[config.mk]
export PLATFORM = sky130hd
export DESIGN_NAME = flash_status_poller
export DESIGN_NICKNAME = d
export VERILOG_FILES = /design/src/rtl/flash_poll_pkg.sv /design/src/rtl/pin_sync.sv /design/src/rtl/flash_status_poller.sv
export SDC_FILE = /design/constraint.sdc
export NUM_CORES = 1
export LEC_CHECK = 0
export BUFFER_PORTS_ARGS = -buffer_cell sky130_fd_sc_hd__buf_2
export CAP_MARGIN = 20
export CORE_MARGIN = 4
export CORE_UTILIZATION = 53
export CTS_CLUSTER_SIZE = 8
export DETAILED_ROUTE_END_ITERATION = 7
export GPL_TIMING_DRIVEN = 0
export HOLD_SLACK_MARGIN = 0.1
export PLACE_DENSITY = 0.8
export SETUP_SLACK_MARGIN = 0.4
export SLEW_MARGIN = 20
export SYNTH_ARGS = -nofsm -noshare
export SYNTH_HDL_FRONTEND = slang
export SYNTH_HIERARCHICAL = 1
export SYNTH_SLANG_ARGS = --single-unit
[constraint.sdc]
create_clock -name i_clk -period 2.9 [get_ports i_clk]
set_clock_uncertainty 0.15 [all_clocks]
set_input_delay 0.29 -clock i_clk [delete_from_list [all_inputs] [get_ports i_clk]]
set_output_delay 0.29 -clock i_clk [all_outputs]
set_load 0.02 [all_outputs]
[src/rtl/flash_poll_pkg.sv]
package flash_poll_pkg;
  // Bus widths of the flash side.
  localparam int ADDR_W = 22;
  localparam int DATA_W = 16;
  // Data bus bit positions of the status bits.
  localparam int POLL_BIT_POS    = 7;
  localparam int TOGGLE1_POS     = 6;
  localparam int TIMEOUT_POS     = 5;
  localparam int TOGGLE2_POS     = 2;
  // Clock rate and flash read cycle timing.
  localparam int CLK_PERIOD_NS   = 10;
  localparam int READ_TIME_NS    = 70;
  localparam int READ_CYCLES     = (READ_TIME_NS + CLK_PERIOD_NS - 1) / CLK_PERIOD_NS;
  localparam int RECOVER_TIME_NS = 30;
  localparam int RECOVER_CYCLES  = (RECOVER_TIME_NS + CLK_PERIOD_NS - 1) / CLK_PERIOD_NS;
  localparam int CNT_W           = 4;
  // Result codes reported to the user.
  localparam logic [1:0] RES_PASS = 2'h0;
  localparam logic [1:0] RES_FAIL = 2'h1;
  // Reset values of the pin drivers.
  localparam logic [DATA_W-1:0] DATA_RST = 16'h0000;
  localparam logic [ADDR_W-1:0] ADDR_RST = 22'h00_0000;
  // Flash reset command word, written on failure.
  localparam logic [DATA_W-1:0] RESET_CMD = 16'h00F0;

  typedef enum logic [8:0] {
    ST_IDLE    = 9'b0_0000_0001,
    ST_RD_LOW  = 9'b0_0000_0010,
    ST_RD_HOLD = 9'b0_0000_0100,
    ST_RD_GAP  = 9'b0_0000_1000,
    ST_EVAL    = 9'b0_0001_0000,
    ST_WR_LOW  = 9'b0_0010_0000,
    ST_WR_GAP  = 9'b0_0100_0000,
    ST_FINAL   = 9'b0_1000_0000,
    ST_DONE    = 9'b1_0000_0000
  } poll_state_t;

  typedef enum logic [1:0] {
    PH_FIRST  = 2'h0,
    PH_SECOND = 2'h1,
    PH_RECHK  = 2'h2,
    PH_DATA   = 2'h3
  } poll_phase_t;
endpackage

[src/rtl/pin_sync.sv]
`timescale 1ns/10ps
// Two flip-flop synchroniser for a bus of pin inputs.
module pin_sync #(
  parameter int W = 1
) (
  input  wire logic         i_clk,
  input  wire logic         i_arst_n,
  input  wire logic [W-1:0] i_async,
  output logic      [W-1:0] o_sync
);
  logic [W-1:0] meta_ff;
  logic [W-1:0] sync_ff;

  always_ff @(posedge i_clk or negedge i_arst_n) begin
    if (!i_arst_n) begin
      meta_ff <= '0;
      sync_ff <= '0;
    end else begin
      meta_ff <= i_async;
      sync_ff <= meta_ff;
    end
  end

  assign o_sync = sync_ff;
endmodule

[src/rtl/flash_status_poller.sv]
`timescale 1ns/10ps
// How it works
// - Host reads status at the programmed address.
// - Host polls inside a selected erase sector.
// - After true data, host reads once more.
// - Timeout seen, host rechecks poll bit.
// - Host double-reads; unchanged toggle means done.
// - Toggling with timeout, recheck then reset.
// - Interrupted toggle polling restarts from scratch.
module flash_status_poller (
  // Clock and reset.
  input  wire logic                              i_clk,
  input  wire logic                              i_arst_n,
  // User command port.
  input  wire logic                              i_start,
  input  wire logic                              i_use_toggle,
  input  wire logic [flash_poll_pkg::ADDR_W-1:0] i_valid_status_address,
  input  wire logic                              i_expected_bit,
  input  wire logic                              i_abort,
  output logic                                   o_busy,
  output logic                                   o_done,
  output logic [1:0]                             o_result,
  output logic [flash_poll_pkg::DATA_W-1:0]      o_final_data,
  output logic                                   o_ready_level,
  // Flash pins.
  output logic [flash_poll_pkg::ADDR_W-1:0]      o_addr,
  output logic                                   o_ce_n,
  output logic                                   o_oe_n,
  output logic                                   o_we_n,
  input  wire logic [flash_poll_pkg::DATA_W-1:0] i_dq,
  output logic [flash_poll_pkg::DATA_W-1:0]      o_dq,
  output logic                                   o_dq_oe,
  input  wire logic                              i_ready_busy_out
);
  import flash_poll_pkg::*;

  logic [DATA_W:0] pin_sync_w;

  // Data and ready/busy pins come from the flash and are resynchronised.
  pin_sync #(.W(DATA_W + 1)) u_sync (
    .i_clk    (i_clk),
    .i_arst_n (i_arst_n),
    .i_async  ({i_ready_busy_out, i_dq}),
    .o_sync   (pin_sync_w)
  );

  poll_state_t              state_ff,  nxt_state;
  poll_phase_t              phase_ff,  nxt_phase;
  logic [CNT_W-1:0]         cnt_ff,    nxt_cnt;
  logic [DATA_W-1:0]        prev_ff,   nxt_prev;
  logic [DATA_W-1:0]        cur_ff,    nxt_cur;
  logic                     toggle_ff, nxt_toggle;
  logic                     expect_ff, nxt_expect;
  logic [ADDR_W-1:0]        addr_ff,   nxt_addr;
  logic                     ce_n_ff,   nxt_ce_n;
  logic                     oe_n_ff,   nxt_oe_n;
  logic                     we_n_ff,   nxt_we_n;
  logic                     dq_oe_ff,  nxt_dq_oe;
  logic [DATA_W-1:0]        dq_ff,     nxt_dq;
  logic                     done_ff,   nxt_done;
  logic [1:0]               res_ff,    nxt_res;
  logic [DATA_W-1:0]        fin_ff,    nxt_fin;
  logic                     busy_ff,   nxt_busy;
  logic                     rdy_ff,    nxt_rdy;
  logic [1:0]               warm_ff,   nxt_warm;

  // Toggling if either toggle bit changed between two reads.
  function automatic logic toggled(input logic [DATA_W-1:0] a, input logic [DATA_W-1:0] b);
    toggled = (a[TOGGLE1_POS] ^ b[TOGGLE1_POS]) | (a[TOGGLE2_POS] ^ b[TOGGLE2_POS]);
  endfunction

  // Poll bit matches the true datum.
  function automatic logic poll_ok(input logic [DATA_W-1:0] d, input logic e);
    poll_ok = (d[POLL_BIT_POS] == e);
  endfunction

  always_comb begin
    nxt_state  = state_ff;
    nxt_phase  = phase_ff;
    nxt_cnt    = cnt_ff;
    nxt_prev   = prev_ff;
    nxt_cur    = cur_ff;
    nxt_toggle = toggle_ff;
    nxt_expect = expect_ff;
    nxt_addr   = addr_ff;
    nxt_ce_n   = ce_n_ff;
    nxt_oe_n   = oe_n_ff;
    nxt_we_n   = we_n_ff;
    nxt_dq_oe  = dq_oe_ff;
    nxt_dq     = dq_ff;
    nxt_done   = 1'b0;
    nxt_res    = res_ff;
    nxt_fin    = fin_ff;
    nxt_busy   = busy_ff;
    // The synchroniser resets low, so ready is held high until it has refilled.
    nxt_warm   = {warm_ff[0], 1'b1};
    nxt_rdy    = warm_ff[1] ? pin_sync_w[DATA_W] : 1'b1;
    case (state_ff)
      ST_IDLE: begin
        if (i_start) begin
          // Status is read at the caller's valid address inside the busy bank.
          nxt_addr   = i_valid_status_address;
          nxt_expect = i_expected_bit;
          nxt_toggle = i_use_toggle;
          nxt_phase  = PH_FIRST;
          nxt_busy   = 1'b1;
          nxt_cnt    = '0;
          nxt_state  = ST_RD_LOW;
        end
      end
      ST_RD_LOW: begin
        nxt_ce_n  = 1'b0;
        nxt_oe_n  = 1'b0;
        nxt_cnt   = '0;
        nxt_state = ST_RD_HOLD;
      end
      ST_RD_HOLD: begin
        // Wait the access time plus the synchroniser delay, then sample.
        if (cnt_ff == CNT_W'(READ_CYCLES + 2)) begin
          nxt_cur   = pin_sync_w[DATA_W-1:0];
          nxt_ce_n  = 1'b1;
          nxt_oe_n  = 1'b1;
          nxt_cnt   = '0;
          nxt_state = ST_RD_GAP;
        end else begin
          nxt_cnt = cnt_ff + CNT_W'(1);
        end
      end
      ST_RD_GAP: begin
        // Each read is a separate strobe so toggle bits advance per read.
        if (cnt_ff == CNT_W'(RECOVER_CYCLES)) begin
          nxt_state = ST_EVAL;
        end else begin
          nxt_cnt = cnt_ff + CNT_W'(1);
        end
      end
      ST_EVAL: begin
        nxt_prev  = cur_ff;
        nxt_cnt   = '0;
        nxt_state = ST_RD_LOW;
        if (i_abort) begin
          // Interrupted polling is abandoned; a new start begins afresh.
          nxt_busy  = 1'b0;
          nxt_state = ST_IDLE;
        end else if (phase_ff == PH_DATA) begin
          // One more read after completion gives valid data on all bits.
          nxt_fin   = cur_ff;
          nxt_res   = RES_PASS;
          nxt_state = ST_FINAL;
        end else if (toggle_ff) begin
          if (phase_ff == PH_FIRST) begin
            nxt_phase = PH_SECOND;
          end else if (!toggled(prev_ff, cur_ff)) begin
            nxt_phase = PH_DATA;
          end else if (phase_ff == PH_RECHK) begin
            nxt_res   = RES_FAIL;
            nxt_state = ST_WR_LOW;
          end else if (cur_ff[TIMEOUT_POS]) begin
            nxt_phase = PH_RECHK;
          end
        end else begin
          if (poll_ok(cur_ff, expect_ff)) begin
            nxt_phase = PH_DATA;
          end else if (phase_ff == PH_RECHK) begin
            nxt_res   = RES_FAIL;
            nxt_state = ST_WR_LOW;
          end else if (cur_ff[TIMEOUT_POS]) begin
            nxt_phase = PH_RECHK;
          end
        end
      end
      ST_WR_LOW: begin
        // Failure: write the reset command to leave status mode.
        nxt_ce_n  = 1'b0;
        nxt_we_n  = 1'b0;
        nxt_dq_oe = 1'b1;
        nxt_dq    = RESET_CMD;
        if (cnt_ff == CNT_W'(READ_CYCLES)) begin
          nxt_cnt   = '0;
          nxt_state = ST_WR_GAP;
        end else begin
          nxt_cnt = cnt_ff + CNT_W'(1);
        end
      end
      ST_WR_GAP: begin
        nxt_we_n = 1'b1;
        nxt_ce_n = 1'b1;
        if (cnt_ff == CNT_W'(RECOVER_CYCLES)) begin
          nxt_dq_oe = 1'b0;
          nxt_state = ST_FINAL;
        end else begin
          nxt_cnt = cnt_ff + CNT_W'(1);
        end
      end
      ST_FINAL: begin
        nxt_done  = 1'b1;
        nxt_busy  = 1'b0;
        nxt_state = ST_DONE;
      end
      ST_DONE: begin
        nxt_state = ST_IDLE;
      end
      default: begin
        nxt_state = ST_IDLE;
      end
    endcase
  end

  always_ff @(posedge i_clk or negedge i_arst_n) begin
    if (!i_arst_n) begin
      state_ff  <= ST_IDLE;
      phase_ff  <= PH_FIRST;
      cnt_ff    <= '0;
      prev_ff   <= DATA_RST;
      cur_ff    <= DATA_RST;
      toggle_ff <= 1'b0;
      expect_ff <= 1'b0;
      addr_ff   <= ADDR_RST;
      ce_n_ff   <= 1'b1;
      oe_n_ff   <= 1'b1;
      we_n_ff   <= 1'b1;
      dq_oe_ff  <= 1'b0;
      dq_ff     <= DATA_RST;
      done_ff   <= 1'b0;
      res_ff    <= RES_PASS;
      fin_ff    <= DATA_RST;
      busy_ff   <= 1'b0;
      rdy_ff    <= 1'b1;
      warm_ff   <= 2'h0;
    end else begin
      state_ff  <= nxt_state;
      phase_ff  <= nxt_phase;
      cnt_ff    <= nxt_cnt;
      prev_ff   <= nxt_prev;
      cur_ff    <= nxt_cur;
      toggle_ff <= nxt_toggle;
      expect_ff <= nxt_expect;
      addr_ff   <= nxt_addr;
      ce_n_ff   <= nxt_ce_n;
      oe_n_ff   <= nxt_oe_n;
      we_n_ff   <= nxt_we_n;
      dq_oe_ff  <= nxt_dq_oe;
      dq_ff     <= nxt_dq;
      done_ff   <= nxt_done;
      res_ff    <= nxt_res;
      fin_ff    <= nxt_fin;
      busy_ff   <= nxt_busy;
      rdy_ff    <= nxt_rdy;
      warm_ff   <= nxt_warm;
    end
  end

  assign o_busy        = busy_ff;
  assign o_done        = done_ff;
  assign o_result      = res_ff;
  assign o_final_data  = fin_ff;
  assign o_ready_level = rdy_ff;
  assign o_addr        = addr_ff;
  assign o_ce_n        = ce_n_ff;
  assign o_oe_n        = oe_n_ff;
  assign o_we_n        = we_n_ff;
  assign o_dq          = dq_ff;
  assign o_dq_oe       = dq_oe_ff;
endmodule

## Word level (Yosys, flattened, before mapping)

Cells that the tools add are included.

| word-level totals | value |
|---|---|
| bits in registers | 124 |
| input bits | 45 |
| output and inout port bits | 63 |
| word-level logic and storage cells | 118 |

| operators by class | value |
|---|---|
| $add $sub $neg | 1 |
| eq/ne operators | 26 |
| multiplexer cells | 45 |
| bitwise operators | 4 |
| reduce and logical (&&, ||, !) cells | 21 |

Operator list:

| cell | number |
|---|---|
| $mux 9 | 9 |
| $pmux 9 s8 | 1 |
| $mux 2 | 15 |
| $pmux 4 s5 | 1 |
| $mux 6 | 3 |
| $ne 2x2->1 const B | 9 |
| $mux 4 | 4 |
| $reduce_and 2->1 | 5 |
| $reduce_and 5->1 | 2 |
| $eq 9x1->1 const B | 1 |
| $eq 9x2->1 const B | 1 |
| $eq 9x3->1 const B | 1 |
| $eq 9x4->1 const B | 1 |
| $eq 9x5->1 const B | 1 |
| $eq 9x6->1 const B | 1 |
| $eq 9x7->1 const B | 1 |
| $eq 9x8->1 const B | 1 |
| $reduce_and 3->1 | 3 |
| $mux 1 | 6 |
| $ne 3x3->1 const B | 2 |
| $pmux 1 s2 | 3 |
| $pmux 1 s3 | 2 |
| $reduce_bool 2->1 | 3 |
| $reduce_bool 3->1 | 2 |
| other kinds (15) | 19 |

## Longest topological paths before layout

| depth | value |
|---|---|
| depth in word-level cells | 8 |
| mapped depth | 8 |
| depth with buffers taken out | 7 |

## Hierarchy

Netlist, hierarchy kept.

By module, submodules not included:

| module | instances | area an instance (µm²) | cells an instance | sequential area each (µm²) |
|---|---|---|---|---|
| flash_status_poller | 1 | 3867.5 | 362 | 2108.3 |
| pin_sync | 1 | 850.8 | 34 | 850.8 |

## Worst setup path after synthesis

OpenSTA, ideal clock, no wires.

| timing path | value |
|---|---|
| kind | register to register |
| start | register state_ff[5] |
| end | register fin_ff[10] (netlist: o_final_data[10]) |
| buffers on the path | 2 |
| period minus slack after synthesis | 2.237 ns |
| setup slack | 0.663 ns |
| stages on the path, launching flop included | 7 |
| data required time | 2.625 ns |
| arrival time | 1.962 ns |
| setup time | 0.125 ns |
| path through | dfrtp_1 buf_2 or3_1 nor4_4 nand3_4 buf_6 mux2_4 |

| on the way | value |
|---|---|
| longest elaborated chain between the ends | 2 |

Ends and longest elaborated chain:

| item | line | source |
|---|---|---|
| from (decl) | flash_status_poller.sv:47 | `poll_state_t state_ff, nxt_state;` |
| from (signal assigned) | flash_status_poller.sv:231 | `state_ff <= nxt_state;` |
| $eq 9x5->1 | flash_status_poller.sv:98 | `case (state_ff)` |
| $reduce_and 3->1 (no line) | n/a |  |
| to (signal assigned) | flash_status_poller.sv:246 | `fin_ff <= nxt_fin;` |
| to (decl) | flash_status_poller.sv:62 | `logic [DATA_W-1:0] fin_ff, nxt_fin;` |

Every way passes these cells.
A chain may end at the register's enable or synchronous reset.

## Final worst setup path

| timing path | value |
|---|---|
| start | register state_ff[1] |
| end | register fin_ff[8] (netlist: o_final_data[8]) |

Same word-level chain as after synthesis.

==> flow_metrics.tcl <==
set metrics [dict create \
    ant_nets 0 \
    antenna_cells 0 \
    crit_path_end_kind "register" \
    rows 34 \
    worstSetupStartpointType "register" \
    place_congestion 0.931 \
    finalCritPeriodShare_pct 85.2 \
    yosysSeqAreaShare_pct 62.7 \
    area_growth_pct 38.1 \
    p_per_area_mw_per_mm2 841 \
    final_nets 618 \
    setup_slack_ps 430 \
    whs_endpoint "u_sync/o_sync[13]" \
    cts_tree "yes" \
    status "completed" \
    initial_core_util_pct 54.4 \
    holdPathStages 0 \
    p_total_mw 5.48 \
    wl_per_cell_um 16.9 \
    first_global_vias 3816 \
    gr-total-overflow 0 \
    cts-buffers-inserted 17 \
    ios 108 \
    post-route-min-period_ps 2470 \
    yosysWarnings 6 \
    synth_area_leaders "dfrtp_1 (60%), nand2_1 (7.2%), mux2_2 (5.7%), mux2_4 (3.2%), dfstp_2 (2.8%)" \
    drv_cap 0 \
    grt_max_degree 80 \
    first_pass_iters 5 \
    ys.flop_type "dfrtp_1" \
    crit_required_ps 3140 \
    min_from "u_sync/meta_ff[13]" \
    yosysTopAreaCell "dfrtp_1" \
    die_width_um 102 \
    fillers 550 \
    finalSetupViolCount 0 \
    tns_ps 0 \
    coreArea_mm2 0.00868 \
    rsz0062_at_grt "true" \
    dp_slack_ps 257 \
    io_buffer_count 94 \
    drive_gt1_share_pct 34.1 \
    path_clk_slew_ps 60 \
    wirelength_um 11700 \
    synth.most_common_cell "dfrtp_1" \
    crit_fanout 10 \
    drc 0 \
    leakagePower_nw 3.41 \
    netlist_instances 396 \
    clock_latency_ps 520 \
    grt_usage_pct 24.1 \
    synth_cell_types 56 \
    slew_viol_final 0 \
    syn_area_per_cell_um2 11.9 \
    cts.sinks 118 \
    tightest_slew_ps 542 \
    crit_arrival_ps 2710 \
    synth_top_cells_by_count "dfrtp_1 (113), nand2_1 (91), mux2_2 (24)" \
    vdd_drop_max_v 0.000634 \
    ff2ff_setup_slack_ps 430 \
    r2r_start "state_ff[1]" \
    fmax_ghz 0.405 \
    slew_headroom_pct 63.8 \
    dp_hpwl_um 6840 \
    viasPerCell 5.30 \
    hold_violations 0 \
    die_height_um 102 \
    drt-initial-drc-count 220 \
    die_area_mm2 0.0105 \
    utilization_pct 75.1 \
    antenna_found_initial 0 \
    crit_type "reg2reg" \
    synth_edf_count 0 \
    dr_total_vias 3666 \
    r2r-end "o_final_data[8]" \
    hold_path.class "reg2reg" \
    htreeDepth 4 \
    cts_root_buf "clkbuf_8" \
    postSynth.asyncResetShare_pct 100 \
    ys_ff_latch 118 \
    grt_pass1_wl_um 18800 \
    ff2ff_path_depth 6 \
    cts_buffer_depth 2 \
    synth.cell_area_mm2 0.00472 \
    synth_top_area_share_pct 59.9 \
]
routing by layer:
metal	part of all wire [%]	up-vias	wire [um]	GRT usage, %
li1	-	1665	-	-
met3	6.4	34	750	7.44
met4	3.3	0	382	11.6
met2	51	166	5980	40.5
met1	39	1801	4560	28.1
met5	0	-	0	0
cell type report:
type	count	area (um^2)	share of cell area, %
flip-flops and latches	118	2960	45.4
multi-input cells	252	1620	24.9
repair buffers	144	990	15.2
clock buffers	19	422	6.47
plain buffers	31	190	2.92
clock inverters	13	171	2.63
well taps	108	135	2.07
inverters	7	26.3	0.403
worst max path at each step:
stage                     start          endpoint  slack (ps)  depth (start not counted)
finish              state_ff[1]   o_final_data[8]         430                          6
global route        state_ff[6]         cnt_ff[1]         350                          6
CTS                 state_ff[6]        o_addr[21]         410                          8
detailed placement  state_ff[3]       state_ff[4]         260                          6
global placement       i_arst_n        o_addr[14]          50                          1
floorplan           state_ff[5]  o_final_data[10]         660                          6
cell usage in the layout (no fill, tap or decap), drive strengths merged, types with 10 or more instances in the layout:
cell / instances
mux2: 36
nor2: 11
inv: 10
o21ai: 10
buf: 119
nand2: 91
clkbuf: 28
dlygate4sd3: 47
conb: 14
dfrtp: 113
worst max-delay path, cell delays in order (launching register included):
cell and delay, ps:
dfrtp_1 420, or4_4 590, nor4_4 280, buf_4 200
nand3_4 160, buf_6 230, mux2_4 320
through the flow:
| stage | hold slack [ps] | instances | instance area (um^2) |
|---|---|---|---|
| 5_1_grt | 204 | 692 | 6520 |
| 3_3_place_gp | 181 | 610 | 5370 |
| 6_report | 197 | 692 | 6520 |
| 4_1_cts | 198 | 691 | 6490 |
| 2_1_floorplan | -156 | 408 | 4760 |
| 3_5_place_dp | 75.1 | 611 | 5400 |
sequential cells by signal (all words and copies together), names as in the netlist, 2 cells and up:
| signal | count |
|---|---|
| state_ff | 9 |
| warm_ff | 2 |
| u_sync/o_sync | 17 |
| o_final_data | 16 |
| u_sync/meta_ff | 17 |
| o_addr | 22 |
| phase_ff | 2 |
| cnt_ff | 4 |
| prev_ff | 2 |
| cur_ff | 16 |
logic make-up (layout without fill, tap and decap cells):
group,after synthesis,after routing,synth area share (%)
simple gates,149,149,15.2
mux,36,36,9.39
other cells,2,14,0.159
flops,118,118,62.7
fa+ha+maj,3,3,0.742
xor+xnor,7,7,1.30
buf+inv,38,214,4.56
compound gates,43,43,5.97
timing repair:
item	in CTS	in global routing
hold buffers	47	0
cloned	0	0
setup buffers	1	1
endpoints found under the setup margin	13	38
gates resized for setup	2	7
hold endpoints to repair	163	0
pin swaps	1	1
where the power goes:
| group | total, mW | switching, mW | internal (mW) | leakage [nW] |
|---|---|---|---|---|
| clock network | 2.10 | 0.784 | 1.32 | 0.283 |
| registers | 2.04 | 0.153 | 1.88 | 1.50 |
| logic | 1.34 | 0.860 | 0.483 | 1.62 |
Power figures use the tool's default switching activity.
